**src/rtl/asf_defines.svh**
```systemverilog
`ifndef ASF_DEFINES_SVH
`define ASF_DEFINES_SVH

// Register address of the status byte on the plain port
`define ASF_ADDR_STATUS 8'h00
// Field positions
`define ASF_BIT_NEG 4
`define ASF_BIT_OVF 3
`define ASF_BIT_ZERO 2
`define ASF_BIT_NCARRY 1
`define ASF_BIT_CARRY 0
`define ASF_BIT_MSB 7
`define ASF_BIT_NIBBLE 4
`define ASF_NIB_MSB 3
`define ASF_BIT_COUT 8
`define ASF_FLAG_MSB 4
`define ASF_PAD_ZERO 3'h0
// Implemented flag mask
`define ASF_FLAG_MASK 8'h1F
`define ASF_ZERO_BYTE 8'h00
`define ASF_ZERO_FLAGS 5'h00

`endif

```
**src/rtl/asf_pkg.sv**
```systemverilog
package asf_pkg;

	// Operation classes the execution logic reports
	typedef enum logic [3:0] {
		ASF_OP_NONE = 4'h1,
		ASF_OP_ADD = 4'h2,
		ASF_OP_SUB = 4'h4,
		ASF_OP_LOGIC = 4'h8
	} asf_op_t;

	// One ALU request: operands, class and which flags it touches
	typedef struct packed {
		asf_op_t op;
		logic [7:0] opa;
		logic [7:0] opb;
		logic carry_in;
		logic use_carry;
		logic [4:0] flag_en;
		logic dest_status;
	} asf_alu_req_t;

	// Result back to the execution logic
	typedef struct packed {
		logic [7:0] result;
		logic [4:0] flags;
	} asf_alu_rsp_t;

endpackage

```
**src/rtl/asf_status.sv**
```systemverilog
// Notes on behaviour
// RULE1 - Flag-updating op on status blocks flag write
// RULE2 - Clear aimed at status sets zero only
// RULE3 - Status usable as any operand
// RULE4 - Bits seven to five read zero
// RULE5 - Negative flag equals result MSB
// RULE6 - Overflow set when signed sign flips
// RULE7 - Zero flag tracks zero result
// RULE8 - Nibble carry from bit three out
// RULE9 - Carry from MSB out on add/sub
// RULE10 - Subtract adds complement; carries mean no-borrow
// RULE11 - Software prefers non-flag ops on status
// RULE12 - Flags power up unknown, hold until changed
//
// Design decisions made here: the placing of the registers and strobed register access.
`include "asf_defines.svh"

// One stored flag bit; five copies make the status byte
module asf_flag_cell (
	// Clock
	input wire logic clk,
	// Software write
	input wire logic wr_hit,
	input wire logic wr_bit,
	// Instruction side
	input wire logic alu_valid,
	input wire logic dest_status,
	input wire logic move_op,
	input wire logic move_bit,
	input wire logic upd_en,
	input wire logic calc_bit,
	// Stored value
	output logic flag
);

	logic owned;
	logic instr_bit;
	logic next_flag;

	// What the instruction leaves in this bit when it claims it
	always_comb begin
		owned = 1'h0;
		instr_bit = flag;
		if (alu_valid) begin
			if (upd_en) begin
				owned = 1'h1;
				instr_bit = calc_bit; // RULE1 RULE2
			end else if (dest_status) begin
				owned = 1'h1;
				if (move_op) begin
					instr_bit = move_bit; // RULE3
				end else begin
					instr_bit = flag; // RULE1
				end
			end
		end
	end

	// Instruction beats a software write to the same bit
	always_comb begin
		if (owned) begin
			next_flag = instr_bit;
		end else if (wr_hit) begin
			next_flag = wr_bit; // RULE3
		end else begin
			next_flag = flag;
		end
	end

	// No reset: the bit powers up unknown and holds until changed
	always_ff @(posedge clk) begin
		flag <= next_flag; // RULE12
	end
endmodule

module asf_status
	import asf_pkg::*;
(
	// Clock and reset
	input wire logic MCLK,
	input wire logic SYS_RST,
	// Register port
	input wire logic [7:0] REG_ADDR,
	input wire logic [7:0] REG_WDATA,
	input wire logic REG_WR,
	input wire logic REG_RD,
	output logic [7:0] REG_RDATA,
	// ALU side
	input wire logic ALU_VALID,
	input wire asf_alu_req_t ALU_REQ,
	output asf_alu_rsp_t ALU_RSP,
	// Status byte for instructions sourcing it
	output logic [7:0] STATUS_VALUE
);

	// Stored flags and read path
	logic [`ASF_FLAG_MSB:0] flags;
	logic [7:0] rdata;
	logic [7:0] rd_value;
	// Operation decode
	logic is_add;
	logic is_sub;
	logic is_arith;
	logic is_move;
	// Adder operands, widened on purpose
	logic [7:0] opb_eff;
	logic cin;
	logic [4:0] nib_a;
	logic [4:0] nib_b;
	logic [4:0] nib_c;
	logic [8:0] byte_a;
	logic [8:0] byte_b;
	logic [8:0] byte_c;
	logic [4:0] low_sum;
	logic [8:0] full_sum;
	logic [7:0] res;
	// Candidate flags
	logic calc_neg;
	logic calc_ovf;
	logic calc_zero;
	logic calc_ncarry;
	logic calc_carry;
	logic [`ASF_FLAG_MSB:0] calc;
	// Per-bit sources for the flag cells
	logic [`ASF_FLAG_MSB:0] wr_bits;
	logic [`ASF_FLAG_MSB:0] move_bits;
	logic [`ASF_FLAG_MSB:0] upd_bits;
	// Register port decode
	logic status_hit;
	logic status_rd;

	// One-hot class code, so each compare is a single bit in practice
	assign is_add = (ALU_REQ.op == ASF_OP_ADD);
	assign is_sub = (ALU_REQ.op == ASF_OP_SUB);
	assign is_arith = is_add || is_sub;
	assign is_move = (ALU_REQ.op == ASF_OP_NONE);

	// Subtract is add of the complement
	always_comb begin
		if (is_sub) begin
			opb_eff = ~ALU_REQ.opb; // RULE10
		end else begin
			opb_eff = ALU_REQ.opb;
		end
	end

	// Chained ops take the caller's carry instead of the implicit one
	always_comb begin
		if (ALU_REQ.use_carry) begin
			cin = ALU_REQ.carry_in;
		end else if (is_sub) begin
			cin = 1'h1; // RULE10
		end else begin
			cin = 1'h0;
		end
	end

	// Explicit widening keeps every adder term the width of its sum
	assign nib_a = {1'h0, ALU_REQ.opa[`ASF_NIB_MSB:0]};
	assign nib_b = {1'h0, opb_eff[`ASF_NIB_MSB:0]};
	assign nib_c = {4'h0, cin};
	assign byte_a = {1'h0, ALU_REQ.opa};
	assign byte_b = {1'h0, opb_eff};
	assign byte_c = {8'h00, cin};

	// Low nibble summed apart to expose its carry
	assign low_sum = nib_a + nib_b + nib_c;
	assign full_sum = byte_a + byte_b + byte_c;

	// Logic results arrive precomputed; moves pass the operand through
	always_comb begin
		if (is_arith) begin
			res = full_sum[`ASF_BIT_MSB:0];
		end else begin
			res = ALU_REQ.opa;
		end
	end

	assign calc_neg = res[`ASF_BIT_MSB]; // RULE5
	assign calc_zero = (res == `ASF_ZERO_BYTE); // RULE7

	// Signs alike going in, different coming out
	always_comb begin
		if (is_arith) begin
			calc_ovf = (ALU_REQ.opa[`ASF_BIT_MSB] == opb_eff[`ASF_BIT_MSB])
				&& (res[`ASF_BIT_MSB] != ALU_REQ.opa[`ASF_BIT_MSB]); // RULE6
		end else begin
			calc_ovf = 1'h0; // RULE6
		end
	end

	// Nibble carry only means something after add or subtract
	always_comb begin
		if (is_arith) begin
			calc_ncarry = low_sum[`ASF_BIT_NIBBLE]; // RULE8
		end else begin
			calc_ncarry = flags[`ASF_BIT_NCARRY];
		end
	end

	// Same for the byte carry; other ops keep the stored value
	always_comb begin
		if (is_arith) begin
			calc_carry = full_sum[`ASF_BIT_COUT]; // RULE9
		end else begin
			calc_carry = flags[`ASF_BIT_CARRY];
		end
	end

	// Pack in status bit order
	always_comb begin
		calc = `ASF_ZERO_FLAGS;
		calc[`ASF_BIT_NEG] = calc_neg;
		calc[`ASF_BIT_OVF] = calc_ovf;
		calc[`ASF_BIT_ZERO] = calc_zero;
		calc[`ASF_BIT_NCARRY] = calc_ncarry;
		calc[`ASF_BIT_CARRY] = calc_carry;
	end

	// Only the status byte lives on this port; other writes vanish
	always_comb begin
		status_hit = 1'h0;
		if (REG_ADDR == `ASF_ADDR_STATUS) begin
			status_hit = REG_WR;
		end
	end

	// Reads of other addresses answer zero
	always_comb begin
		status_rd = 1'h0;
		if (REG_ADDR == `ASF_ADDR_STATUS) begin
			status_rd = REG_RD;
		end
	end

	assign wr_bits = REG_WDATA[`ASF_FLAG_MSB:0];
	assign move_bits = res[`ASF_FLAG_MSB:0];
	assign upd_bits = ALU_REQ.flag_en;

	// Five flag cells share the same write and claim logic

	// Negative flag
	asf_flag_cell neg_cell_i (
		.clk(MCLK),
		.wr_hit(status_hit),
		.wr_bit(wr_bits[`ASF_BIT_NEG]),
		.alu_valid(ALU_VALID),
		.dest_status(ALU_REQ.dest_status),
		.move_op(is_move),
		.move_bit(move_bits[`ASF_BIT_NEG]),
		.upd_en(upd_bits[`ASF_BIT_NEG]),
		.calc_bit(calc[`ASF_BIT_NEG]),
		.flag(flags[`ASF_BIT_NEG])
	);

	// Signed overflow flag
	asf_flag_cell ovf_cell_i (
		.clk(MCLK),
		.wr_hit(status_hit),
		.wr_bit(wr_bits[`ASF_BIT_OVF]),
		.alu_valid(ALU_VALID),
		.dest_status(ALU_REQ.dest_status),
		.move_op(is_move),
		.move_bit(move_bits[`ASF_BIT_OVF]),
		.upd_en(upd_bits[`ASF_BIT_OVF]),
		.calc_bit(calc[`ASF_BIT_OVF]),
		.flag(flags[`ASF_BIT_OVF])
	);

	// Zero flag
	asf_flag_cell zero_cell_i (
		.clk(MCLK),
		.wr_hit(status_hit),
		.wr_bit(wr_bits[`ASF_BIT_ZERO]),
		.alu_valid(ALU_VALID),
		.dest_status(ALU_REQ.dest_status),
		.move_op(is_move),
		.move_bit(move_bits[`ASF_BIT_ZERO]),
		.upd_en(upd_bits[`ASF_BIT_ZERO]),
		.calc_bit(calc[`ASF_BIT_ZERO]),
		.flag(flags[`ASF_BIT_ZERO])
	);

	// Nibble carry flag
	asf_flag_cell ncarry_cell_i (
		.clk(MCLK),
		.wr_hit(status_hit),
		.wr_bit(wr_bits[`ASF_BIT_NCARRY]),
		.alu_valid(ALU_VALID),
		.dest_status(ALU_REQ.dest_status),
		.move_op(is_move),
		.move_bit(move_bits[`ASF_BIT_NCARRY]),
		.upd_en(upd_bits[`ASF_BIT_NCARRY]),
		.calc_bit(calc[`ASF_BIT_NCARRY]),
		.flag(flags[`ASF_BIT_NCARRY])
	);

	// Carry flag
	asf_flag_cell carry_cell_i (
		.clk(MCLK),
		.wr_hit(status_hit),
		.wr_bit(wr_bits[`ASF_BIT_CARRY]),
		.alu_valid(ALU_VALID),
		.dest_status(ALU_REQ.dest_status),
		.move_op(is_move),
		.move_bit(move_bits[`ASF_BIT_CARRY]),
		.upd_en(upd_bits[`ASF_BIT_CARRY]),
		.calc_bit(calc[`ASF_BIT_CARRY]),
		.flag(flags[`ASF_BIT_CARRY])
	);

	// Unimplemented top bits are tied low
	assign rd_value = {`ASF_PAD_ZERO, flags}; // RULE4

	// Zero when idle, so several slaves can share one read bus
	always_ff @(posedge MCLK) begin
		if (SYS_RST) begin
			rdata <= `ASF_ZERO_BYTE;
		end else if (status_rd) begin
			rdata <= rd_value; // RULE4
		end else begin
			rdata <= `ASF_ZERO_BYTE;
		end
	end

	assign REG_RDATA = rdata;
	assign STATUS_VALUE = rd_value; // RULE4

	// Candidate flags go back unmasked; the cells apply the enables
	always_comb begin
		ALU_RSP.result = res;
		ALU_RSP.flags = calc;
	end

endmodule

```
**config.mk**
```make
export PLATFORM = sky130hd
export DESIGN_NAME = asf_status
export DESIGN_NICKNAME = d
export VERILOG_FILES = /design/src/rtl/asf_pkg.sv /design/src/rtl/asf_status.sv
export VERILOG_INCLUDE_DIRS = /design/src /design/src/rtl
export SDC_FILE = /design/constraint.sdc
export NUM_CORES = 1
export LEC_CHECK = 0
export ABC_AREA = 1
export BUFFER_PORTS_ARGS = -buffer_cell sky130_fd_sc_hd__buf_2
export CORE_MARGIN = 2
export CORE_UTILIZATION = 41
export CTS_CLUSTER_DIAMETER = 200
export DETAILED_ROUTE_END_ITERATION = 8
export PLACE_DENSITY = 0.79
export SETUP_SLACK_MARGIN = 0.1
export SYNTH_ARGS = -nofsm -noshare
export SYNTH_HDL_FRONTEND = slang
export SYNTH_HIERARCHICAL = 1
export SYNTH_SLANG_ARGS = --single-unit
export TNS_END_PERCENT = 20
```
**constraint.sdc**
```tcl
create_clock -name MCLK -period 2.7 [get_ports MCLK]
set_clock_uncertainty 0.2 [all_clocks]
set_input_delay 0.27 -clock MCLK [delete_from_list [all_inputs] [get_ports MCLK]]
set_output_delay 0.27 -clock MCLK [all_outputs]
set_load 0.01 [all_outputs]
```
=== Word-level counts from Yosys, hierarchy flattened ===
Cells that the tools add are included.

* Logic and storage cells: 98
* Input port bits: 49
* Output and inout port bits: 29
* Register bits after elaboration: 13

* Bitwise operators: 2
* Add/sub/neg operators: 4
* Muxes and demuxes: 50
* Equality and inequality tests: 20
* Reductions and logical operators: 15

{| class="wikitable"
|+ Operators by type and width
! kind !! number
|-
| $mux W1 || 48
|-
| $reduce_and A4 Y1 || 5
|-
| $logic_not A8 Y1 || 2
|-
| $mux W8 || 2
|-
| $ne A3 B2 Y1 const B || 5
|-
| $ne A3 B3 Y1 const B || 5
|-
| $ne A2 B2 Y1 const B || 5
|-
| $reduce_bool A2 Y1 || 5
|-
| $add A8 B8 Y9 || 1
|-
| $add A9 B1 Y9 || 1
|-
| $not A8 Y8 || 1
|-
| $add A4 B4 Y5 || 1
|-
| $add A5 B1 Y5 || 1
|-
| $eq A4 B1 Y1 const B || 1
|-
| $eq A4 B2 Y1 const B || 1
|-
| $eq A4 B3 Y1 const B || 1
|-
| $reduce_or A2 Y1 || 1
|-
| $eq A1 B1 Y1 || 1
|-
| $logic_and A1 B1 Y1 || 1
|-
| $logic_or A1 B1 Y1 || 1
|-
| $ne A1 B1 Y1 || 1
|-
| $not A1 Y1 || 1
|}

=== Depth between registers and ports, before layout ===
Gate-level depths: netlist of the first run.

* Depth in word-level cells: 11
* Depth in mapped cells: 21
* Mapped depth without buffers: 20

=== By module ===
Netlist of the first run, hierarchy kept.

{| class="wikitable"
|+ Modules (own cells, without submodules)
! module !! cells each !! area an instance (um^2) !! times used !! sequential area each (um^2)
|-
| asf_status || 160 || 994.7 || 1 || 100.1
|-
| asf_flag_cell || 19 || 100.1 || 5 || 30.0
|}

=== Least setup slack after synthesis of the first run ===
OpenSTA, ideal clock, no wires.

* Path kind: input-to-output
* From: input port ALU_REQ[25] (netlist bit)
* To: output port ALU_RSP[2] (netlist bit)
* Path buffers: 2
* Cell stages on the path: 15
* Slack: -50 ps
* Data required time: 2230 ps
* Arrival: 2280 ps
* Cells stage by stage: nor2_1 -> nand2_2 -> buf_6 -> xor2_1 -> fa_1 -> inv_1 -> fa_1 -> inv_1 -> nand2_2 -> nand2_2 -> nand3_1 -> nor2_1 -> nand3_1 -> nor2_1 -> buf_4

* Word-level cells in the longest chain between the ends: 6
* Elaborated cells on any way between the ends: 10
* Classes of those cells: add/sub (2); eq/ne (2); mux (4); reduce/logical (2)

{| class="wikitable"
|+ Ends and longest elaborated chain
! what !! line !! source
|-
| start, declared || asf_status.sv:90 || <nowiki>input wire asf_alu_req_t ALU_REQ,</nowiki>
|-
| $eq A4 B3 Y1 || asf_status.sv:134 || <nowiki>assign is_sub = (ALU_REQ.op == ASF_OP_SUB);</nowiki>
|-
| $mux W8 or $mux W1 (tied branches) || asf_status.sv:140, asf_status.sv:151 ||
|-
| $add A8 B8 Y9 or $mux W1 (tied branches) || asf_status.sv:168, asf_status.sv:149 ||
|-
| $add A9 B1 Y9 || asf_status.sv:168 || <nowiki>assign full_sum = byte_a + byte_b + byte_c;</nowiki>
|-
| $mux W8 * || asf_status.sv:172 || <nowiki>if (is_arith) begin</nowiki>
|-
| $logic_not A8 Y1 (no source line) * || n/a ||
|-
| end, declared || asf_status.sv:91 || <nowiki>output asf_alu_rsp_t ALU_RSP,</nowiki>
|}

Mark *: on every way between the ends. The rest lies on a longest branch, timed or not.

==> metrics.txt, run 1 <==
Yosys top cell by area=nand2_1; Port Buffer Count=68; antenna cell count=0; most frequent cells in the layout=nand2_1 (77), buf_2 (59), inv_1 (32), nor2_1 (26), buf_4 (23); Reg clk slew, reported paths=70 ps; Yosys top cell area share=21.1%; Pwr per Cell Area=290 nW/µm²; Setup Viol. Count Final=2; Synth Area in XOR/XNOR=5.86%; Hold Startpoint=REG_WDATA[1]; WHS Endpoint=ncarry_cell_i/flag; R2R Setup Slk=1340 ps; Hold WS=75.8 ps; maximum clock frequency=0.353 GHz; Worst Max-Slew Pin Slew=776 ps; post-synthesis adder-cell area fraction=9.37%; Max-Slew Margin vs Limit=48.2%; Via Count=1,829; max incr delay on CP=430 ps; clock latency on the worst-skew pair=260 ps; largest net degree at the start of global routing=16; Synth cell types=30; Die Wd=64.4 µm; setup TNS=-145 ps; RSZ-0062 raised after global routing=yes; failing checks=setup timing; pre-CTS WS=-203 ps; Worst Setup SP=ALU_REQ[25]; WL/cell=10.6 µm; Seq/Total Area, Yosys=16.7%; VDD IR max=0.129 mV; Via density=4.70; Num CTS Buffers=3; Critical R2R Capture=carry_cell_i/flag; gpl congestion=0.831; Worst Path Arrival=2370 ps; P_leak=1.28 nW; synth top area cells=nand2_1 (21%), edfxtp_1 (10%), inv_1 (9.5%); minimum clock period=2840 ps; Final Max Slew Viols=0; Final ANT Viol Nets=0; most common cell after layout, fill and taps aside=nand2_1; Die H=64.4 µm; origin of the critical flop-to-flop path=carry_cell_i/flag; Non-Filler Instances=389; core area=3420 µm²; CP max FO=4; Max clock buf depth=2; Req. time, crit path=2230 ps; I/O pin count=78; final setup margin=-136 ps; row count=21; worst hold path depth=3; R2R depth=6; final net count=403; Synth Area in Compound Gates=5.44%; drt first pass iters=4; Buf+Inv Stages, Crit Path=4; Max Cap Viol=0; Avg Cell Area, Syn=5.86 µm²; Initial DRC Count=65; initial antenna violation count=0; Crit. End Element=output pin; Final Hold Fails=0; multiplexer area fraction after synthesis=0%; CP Launch Type=primary input; Synth Area in Simple Gates=44.0%; CP Class=in2out; TritonCTS clock tree=done; status=finished, violations left; grt ovf=0; vias in the first global route=1,602; Layout area overhead=47.6%; first-pass GRT wire length=6320 µm; synthesis-stage register bit count=10; crit-path cells=buf_6 -> nor2_4 -> nand2_4 -> xor2_2 -> fa_2 -> inv_2 -> fa_2 -> inv_2 -> nand2_2 -> nand2_2 -> nand3_2 -> nor2_2 -> nand3_2 -> nor2_4 -> buf_6; Yosys warnings=6; die area=4150 µm²; Total Wirelength=4140 µm; CTS hold repair buffers=0; CP top delay family=adder cells; Initial Util=43.8%; Syn Inst Count=255; final worst path period share=105%; Max stage delay cell, worst path=fa_2; mapped cell area=1500 µm²; Placed Cells=378; Global Route Usage Sum=18.9%; largest family of logic cells by synthesized area=simple AND/OR/NAND/NOR gates; DRC violations left=0; CTS sink cnt=10; CTS root buffer=clkbuf_4; share of cells above drive strength 1=43.4%; post-DP HPWL=3060 µm; CTS H-Tree Depth=1; Hold WC Path Type=in2reg
[cells in the mapped netlist]
cell / n
a21boi_0: 1
a21o_1: 1
a21oi_1: 4
a21oi_2: 1
and3_2: 1
buf_4: 11
buf_6: 1
buf_8: 1
conb_1: 1
dfxtp_1: 5
edfxtp_1: 5
fa_1: 2
ha_1: 8
inv_1: 38
inv_2: 6
nand2_1: 84
nand2_2: 7
nand2_4: 1
nand3_1: 17
nand3b_1: 4
nand4_1: 1
nor2_1: 32
nor2_2: 2
nor3b_1: 1
o211ai_1: 1
o21ai_0: 1
o21ai_1: 5
or2_2: 3
xnor2_1: 9
xor2_1: 1
[where the power goes]
part           leakage, nW  switching (mW)  internal [mW]
Clock               0.0150          0.0478         0.0568
Combinational         1.17           0.193          0.174
Sequential          0.0859         0.00273          0.167
[flip-flops by register name, summed over array words and instances, names as in the netlist]
signal and cells:
REG_RDATA 5, carry_cell_i/flag 1, ncarry_cell_i/flag 1, neg_cell_i/flag 1, ovf_cell_i/flag 1, zero_cell_i/flag 1
[worst max-delay path by stage]
stage | slack [ps] | cells after the start | endpoint
5_1_grt | -250 | 15 | ALU_RSP[2]
3_5_place_dp | -200 | 17 | ALU_RSP[2]
3_3_place_gp | -140 | 17 | ALU_RSP[2]
4_1_cts | -90 | 15 | ALU_RSP[2]
2_1_floorplan | -4 | 16 | ALU_RSP[2]
6_report | -140 | 15 | ALU_RSP[2]
[per-layer routing]
metal / GRT usage (%) / up-vias / wire length (µm)
li1: - / 936 / -
met1: 22.5 / 810 / 1570
met2: 35.0 / 77 / 2210
met3: 3.70 / 6 / 310
met4: 3.72 / 0 / 42
met5: 0 / - / 0
[through the flow]
stage / total power [mW] / util, % / instance area (µm²)
detailed placement: 0.478 / 57.0 / 1950
floorplan: 0.366 / - / 1530
finish: 0.641 / 64.6 / 2210
global route: 0.694 / 64.6 / 2210
CTS: 0.610 / 61.1 / 2090
global placement: 0.470 / 57.0 / 1950
[kinds of logic (layout without fill, tap and decap cells)]
kind of cell | count (synthesis) | count (layout)
fa+ha+maj | 10 | 10
buf+inv | 57 | 140
xor+xnor | 10 | 10
simple gates | 153 | 153
other cells | 1 | 6
compound gates | 14 | 14
flops | 10 | 10
[tightest hold or removal path, cell delays in order]
cell	delay, ps
buf_2	80
nand2_1	40
nand2_1	50
[area by class of cell]
class / instances / area (µm²)
Clock buffer: 4 / 26.3
Fill cell: 331 / 1210
Inverter: 44 / 170
Multi-Input combinational cell: 193 / 1120
Sequential cell: 10 / 250
Tap cell: 46 / 57.6
Timing Repair Buffer: 92 / 584
[what timing repair did]
action | in CTS | in global routing
setup endpoints to repair | 9 | 12
hold endpoints to repair | 0 | 0
buffers inserted | 4 | 3
pin swaps | 18 | 20
gates resized for setup | 21 | 28
gates cloned | 0 | 0
(Power assumes the default switching activity.)
==> run 2, diff against run 1 <==
--- a/config.mk
+++ b/config.mk
@@ -13,7 +13,8 @@
 export CTS_CLUSTER_DIAMETER = 200
 export DETAILED_ROUTE_END_ITERATION = 8
 export PLACE_DENSITY = 0.79
-export SETUP_SLACK_MARGIN = 0.1
+export RECOVER_POWER = 100
+export SETUP_SLACK_MARGIN = 0.3
 export SYNTH_ARGS = -nofsm -noshare
 export SYNTH_HDL_FRONTEND = slang
 export SYNTH_HIERARCHICAL = 1
==> run 2 against run 1 <==
Compared with the run above:
- cell count is 2.1% higher
- via count grew 1.9%
- the flow still finishes with violations (setup timing)
- first-iteration DRC count grew 15%
- maximum frequency is 2.6% higher
- count of clock-buffer cells in the layout stayed put
- total power grew 11%
- combinational power is 11% higher
- critical path depth did not move
- non-clock buffer count rose by 8
- largest power group unchanged
- core utilization grew 3.7 points
- routed wire length is 0.60% lower
==> metrics.txt, run 2 (synthesis results as in run 1) <==
GR Util met1=22.3% (-0.20 points); Final ANT Viol Nets=0 (unchanged); P_leak=1.31 nW (+2.7%); Internal Power=0.453 mW (+14%); Net Sw Frac=36.2% (-1.7 points); Hold WC Path Type=in2reg; Max-Slew Margin vs Limit=53.3% (+5.2 points); Comb pwr share=57.3% (about the same); Setup Viol. Count Final=1 (-1); max reg flops=5 (unchanged); Max Cap Viol=0 (unchanged); failing checks=setup timing; met3 Use GR=4.05% (+0.35 points); setup TNS=-63.0 ps (+81.5 ps); final setup margin=-63.0 ps (+72.5 ps); die area=4150 µm² (unchanged); R2R Setup Slk=1330 ps (about the same); Crit. End Element=output pin; maximum clock frequency=0.362 GHz (+2.6%); WL/cell=10.4 µm (-2.6%); Global Route Usage Sum=19.1% (+0.19 points); Pwr per Cell Area=304 nW/µm² (+4.8%); CP max FO=3 (-1); Die Wd=64.4 µm (unchanged); post-DP HPWL=2960 µm (-3.1%); Critical R2R Capture=carry_cell_i/flag; capture point of the critical path=ALU_RSP[2]; minimum clock period=2760 ps (-72.5 ps); Non-Filler Instances=397 (+2.1%); clock share of power=18.9% (+2.6 points); CP Class=in2out; origin of the critical flop-to-flop path=carry_cell_i/flag; final net count=411 (+2.0%); initial antenna violation count=0 (unchanged); Worst Max-Slew Pin Slew=699 ps (-77.3 ps); Req. time, crit path=2230 ps (about the same); TritonCTS clock tree=done; Via Count=1,863 (+1.9%); Num CTS Buffers=3 (unchanged); CP Launch Type=primary input; clock latency on the worst-skew pair=270 ps (about the same); Max clock buf depth=2 (unchanged); core area=3420 µm² (unchanged); Total Wirelength=4110 µm (-0.60%); VDD IR max=0.160 mV (+24%); status=finished, violations left; most frequent cells in the layout=nand2_1 (76), buf_2 (52), inv_1 (33), nor2_1 (27), buf_4 (26); antenna cell count=0 (unchanged); Reg clk slew, reported paths=70 ps (about the same); Via density=4.69 (-0.19%); Port Buffer Count=68 (unchanged); Initial DRC Count=75 (+15%); Final Max Slew Viols=0 (unchanged); drt first pass iters=4 (unchanged); DRC violations left=0 (unchanged); Pwr Total=0.710 mW (+11%); largest net degree at the start of global routing=16 (unchanged); most common cell after layout, fill and taps aside=nand2_1; Top Usage Layer GRT=met2; Final Hold Fails=0 (unchanged); CTS root buffer=clkbuf_4; CTS H-Tree Depth=1 (unchanged); R2R depth=6 (unchanged); CTS sink cnt=10 (unchanged); first-pass GRT wire length=6500 µm (+2.8%); Die H=64.4 µm (unchanged); sequential share of power=23.8% (-2.6 points); pre-CTS WS=-109 ps (+94.2 ps); met2 Usage GRT=34.9% (-0.13 points); Layout area overhead=56.2%; I/O pin count=78 (unchanged); Initial Util=43.8% (unchanged); Placed Cells=378 (unchanged); gpl congestion=0.874 (+5.2%); final worst path period share=102% (-2.7 points); row count=21 (unchanged); switching power=0.257 mW (+5.8%); Worst Setup SP=ALU_REQ[27]; RSZ-0062 raised after global routing=yes; grt ovf=0 (unchanged); vias in the first global route=1,675 (+4.6%); Worst Path Arrival=2290 ps (-80 ps); share of cells above drive strength 1=43.6% (+0.15 points)
run 2: cell types whose count changed in the layout (fill, tap and decap cells not counted), moves of 2 or more:
| cell | delta |
|---|---|
| clkbuf_1 | +9 |
| buf_2 | -7 |
| buf_4 | +3 |
| ha_1 | -2 |
| ha_4 | +2 |
| nor2_4 | -2 |
| xnor2_4 | +2 |
run 2: how the worst min path moves through the flow:
stage | start | to | slack, ps | cells past startpoint
floorplan | REG_WDATA[2] | zero_cell_i/flag | 250 | 2
global placement | neg_cell_i/flag | REG_RDATA[4] | 270 | 2
detailed placement | neg_cell_i/flag | REG_RDATA[4] | 270 | 2
CTS | REG_WDATA[2] | zero_cell_i/flag | 70 | 3
global route | REG_WDATA[2] | zero_cell_i/flag | 70 | 3
finish | REG_WDATA[1] | ncarry_cell_i/flag | 80 | 3
run 2: cell type report:
type	count	area, µm²
clock buffers	4	36.3
well taps	46	57.6
multi-input cells	193	1180
flip-flops and latches	10	250
repair buffers	100	644
fillers	315	1080
inverters	44	170
run 2: metal layers:
metal  share of wire, %  up-vias
li1                   -      955
met1                 39      826
met2                 52       78
met3                7.9        4
met4               0.71        0
met5                  0        -
run 2: what timing repair did:
| item | CTS | global route |
|---|---|---|
| hold buffers | 0 | 0 |
| gates cloned | 0 | 0 |
| gates resized for setup | 27 | 23 |
| buffers inserted | 10 | 5 |
| pin swaps | 21 | 18 |
| endpoints found under the setup margin | 15 | 17 |
run 2: through the flow:
| stage | area [µm²] | hold slack (ps) | utilization [%] |
|---|---|---|---|
| finish | 2330 | 77.9 | 68.4 |
| global route | 2330 | 66.7 | 68.4 |
| CTS | 2220 | 70.8 | 64.9 |
| detailed placement | 1980 | 274 | 58.0 |
| global placement | 1980 | 271 | 58.0 |
| floorplan | 1560 | 249 | - |
run 2: worst max-delay path, stage by stage:
cell and delay, ps:
buf_8 100, nor2_4 130, nand2_4 90, xor2_2 160, fa_2 360, inv_2 80
fa_2 420, inv_2 60, nand2_2 50, nand2_2 70, nand3_2 80, nor2_2 100
nand3_2 70, nor2_2 120, buf_2 150
run 2: power by group through the flow:
stage | sequential (mW) | combinational [mW] | clock [mW]
floorplan | 0.175 | 0.194 | 0
global placement | 0.173 | 0.309 | 0
detailed placement | 0.172 | 0.314 | 0
CTS | 0.169 | 0.361 | 0.139
global route | 0.170 | 0.450 | 0.146
finish | 0.169 | 0.407 | 0.134
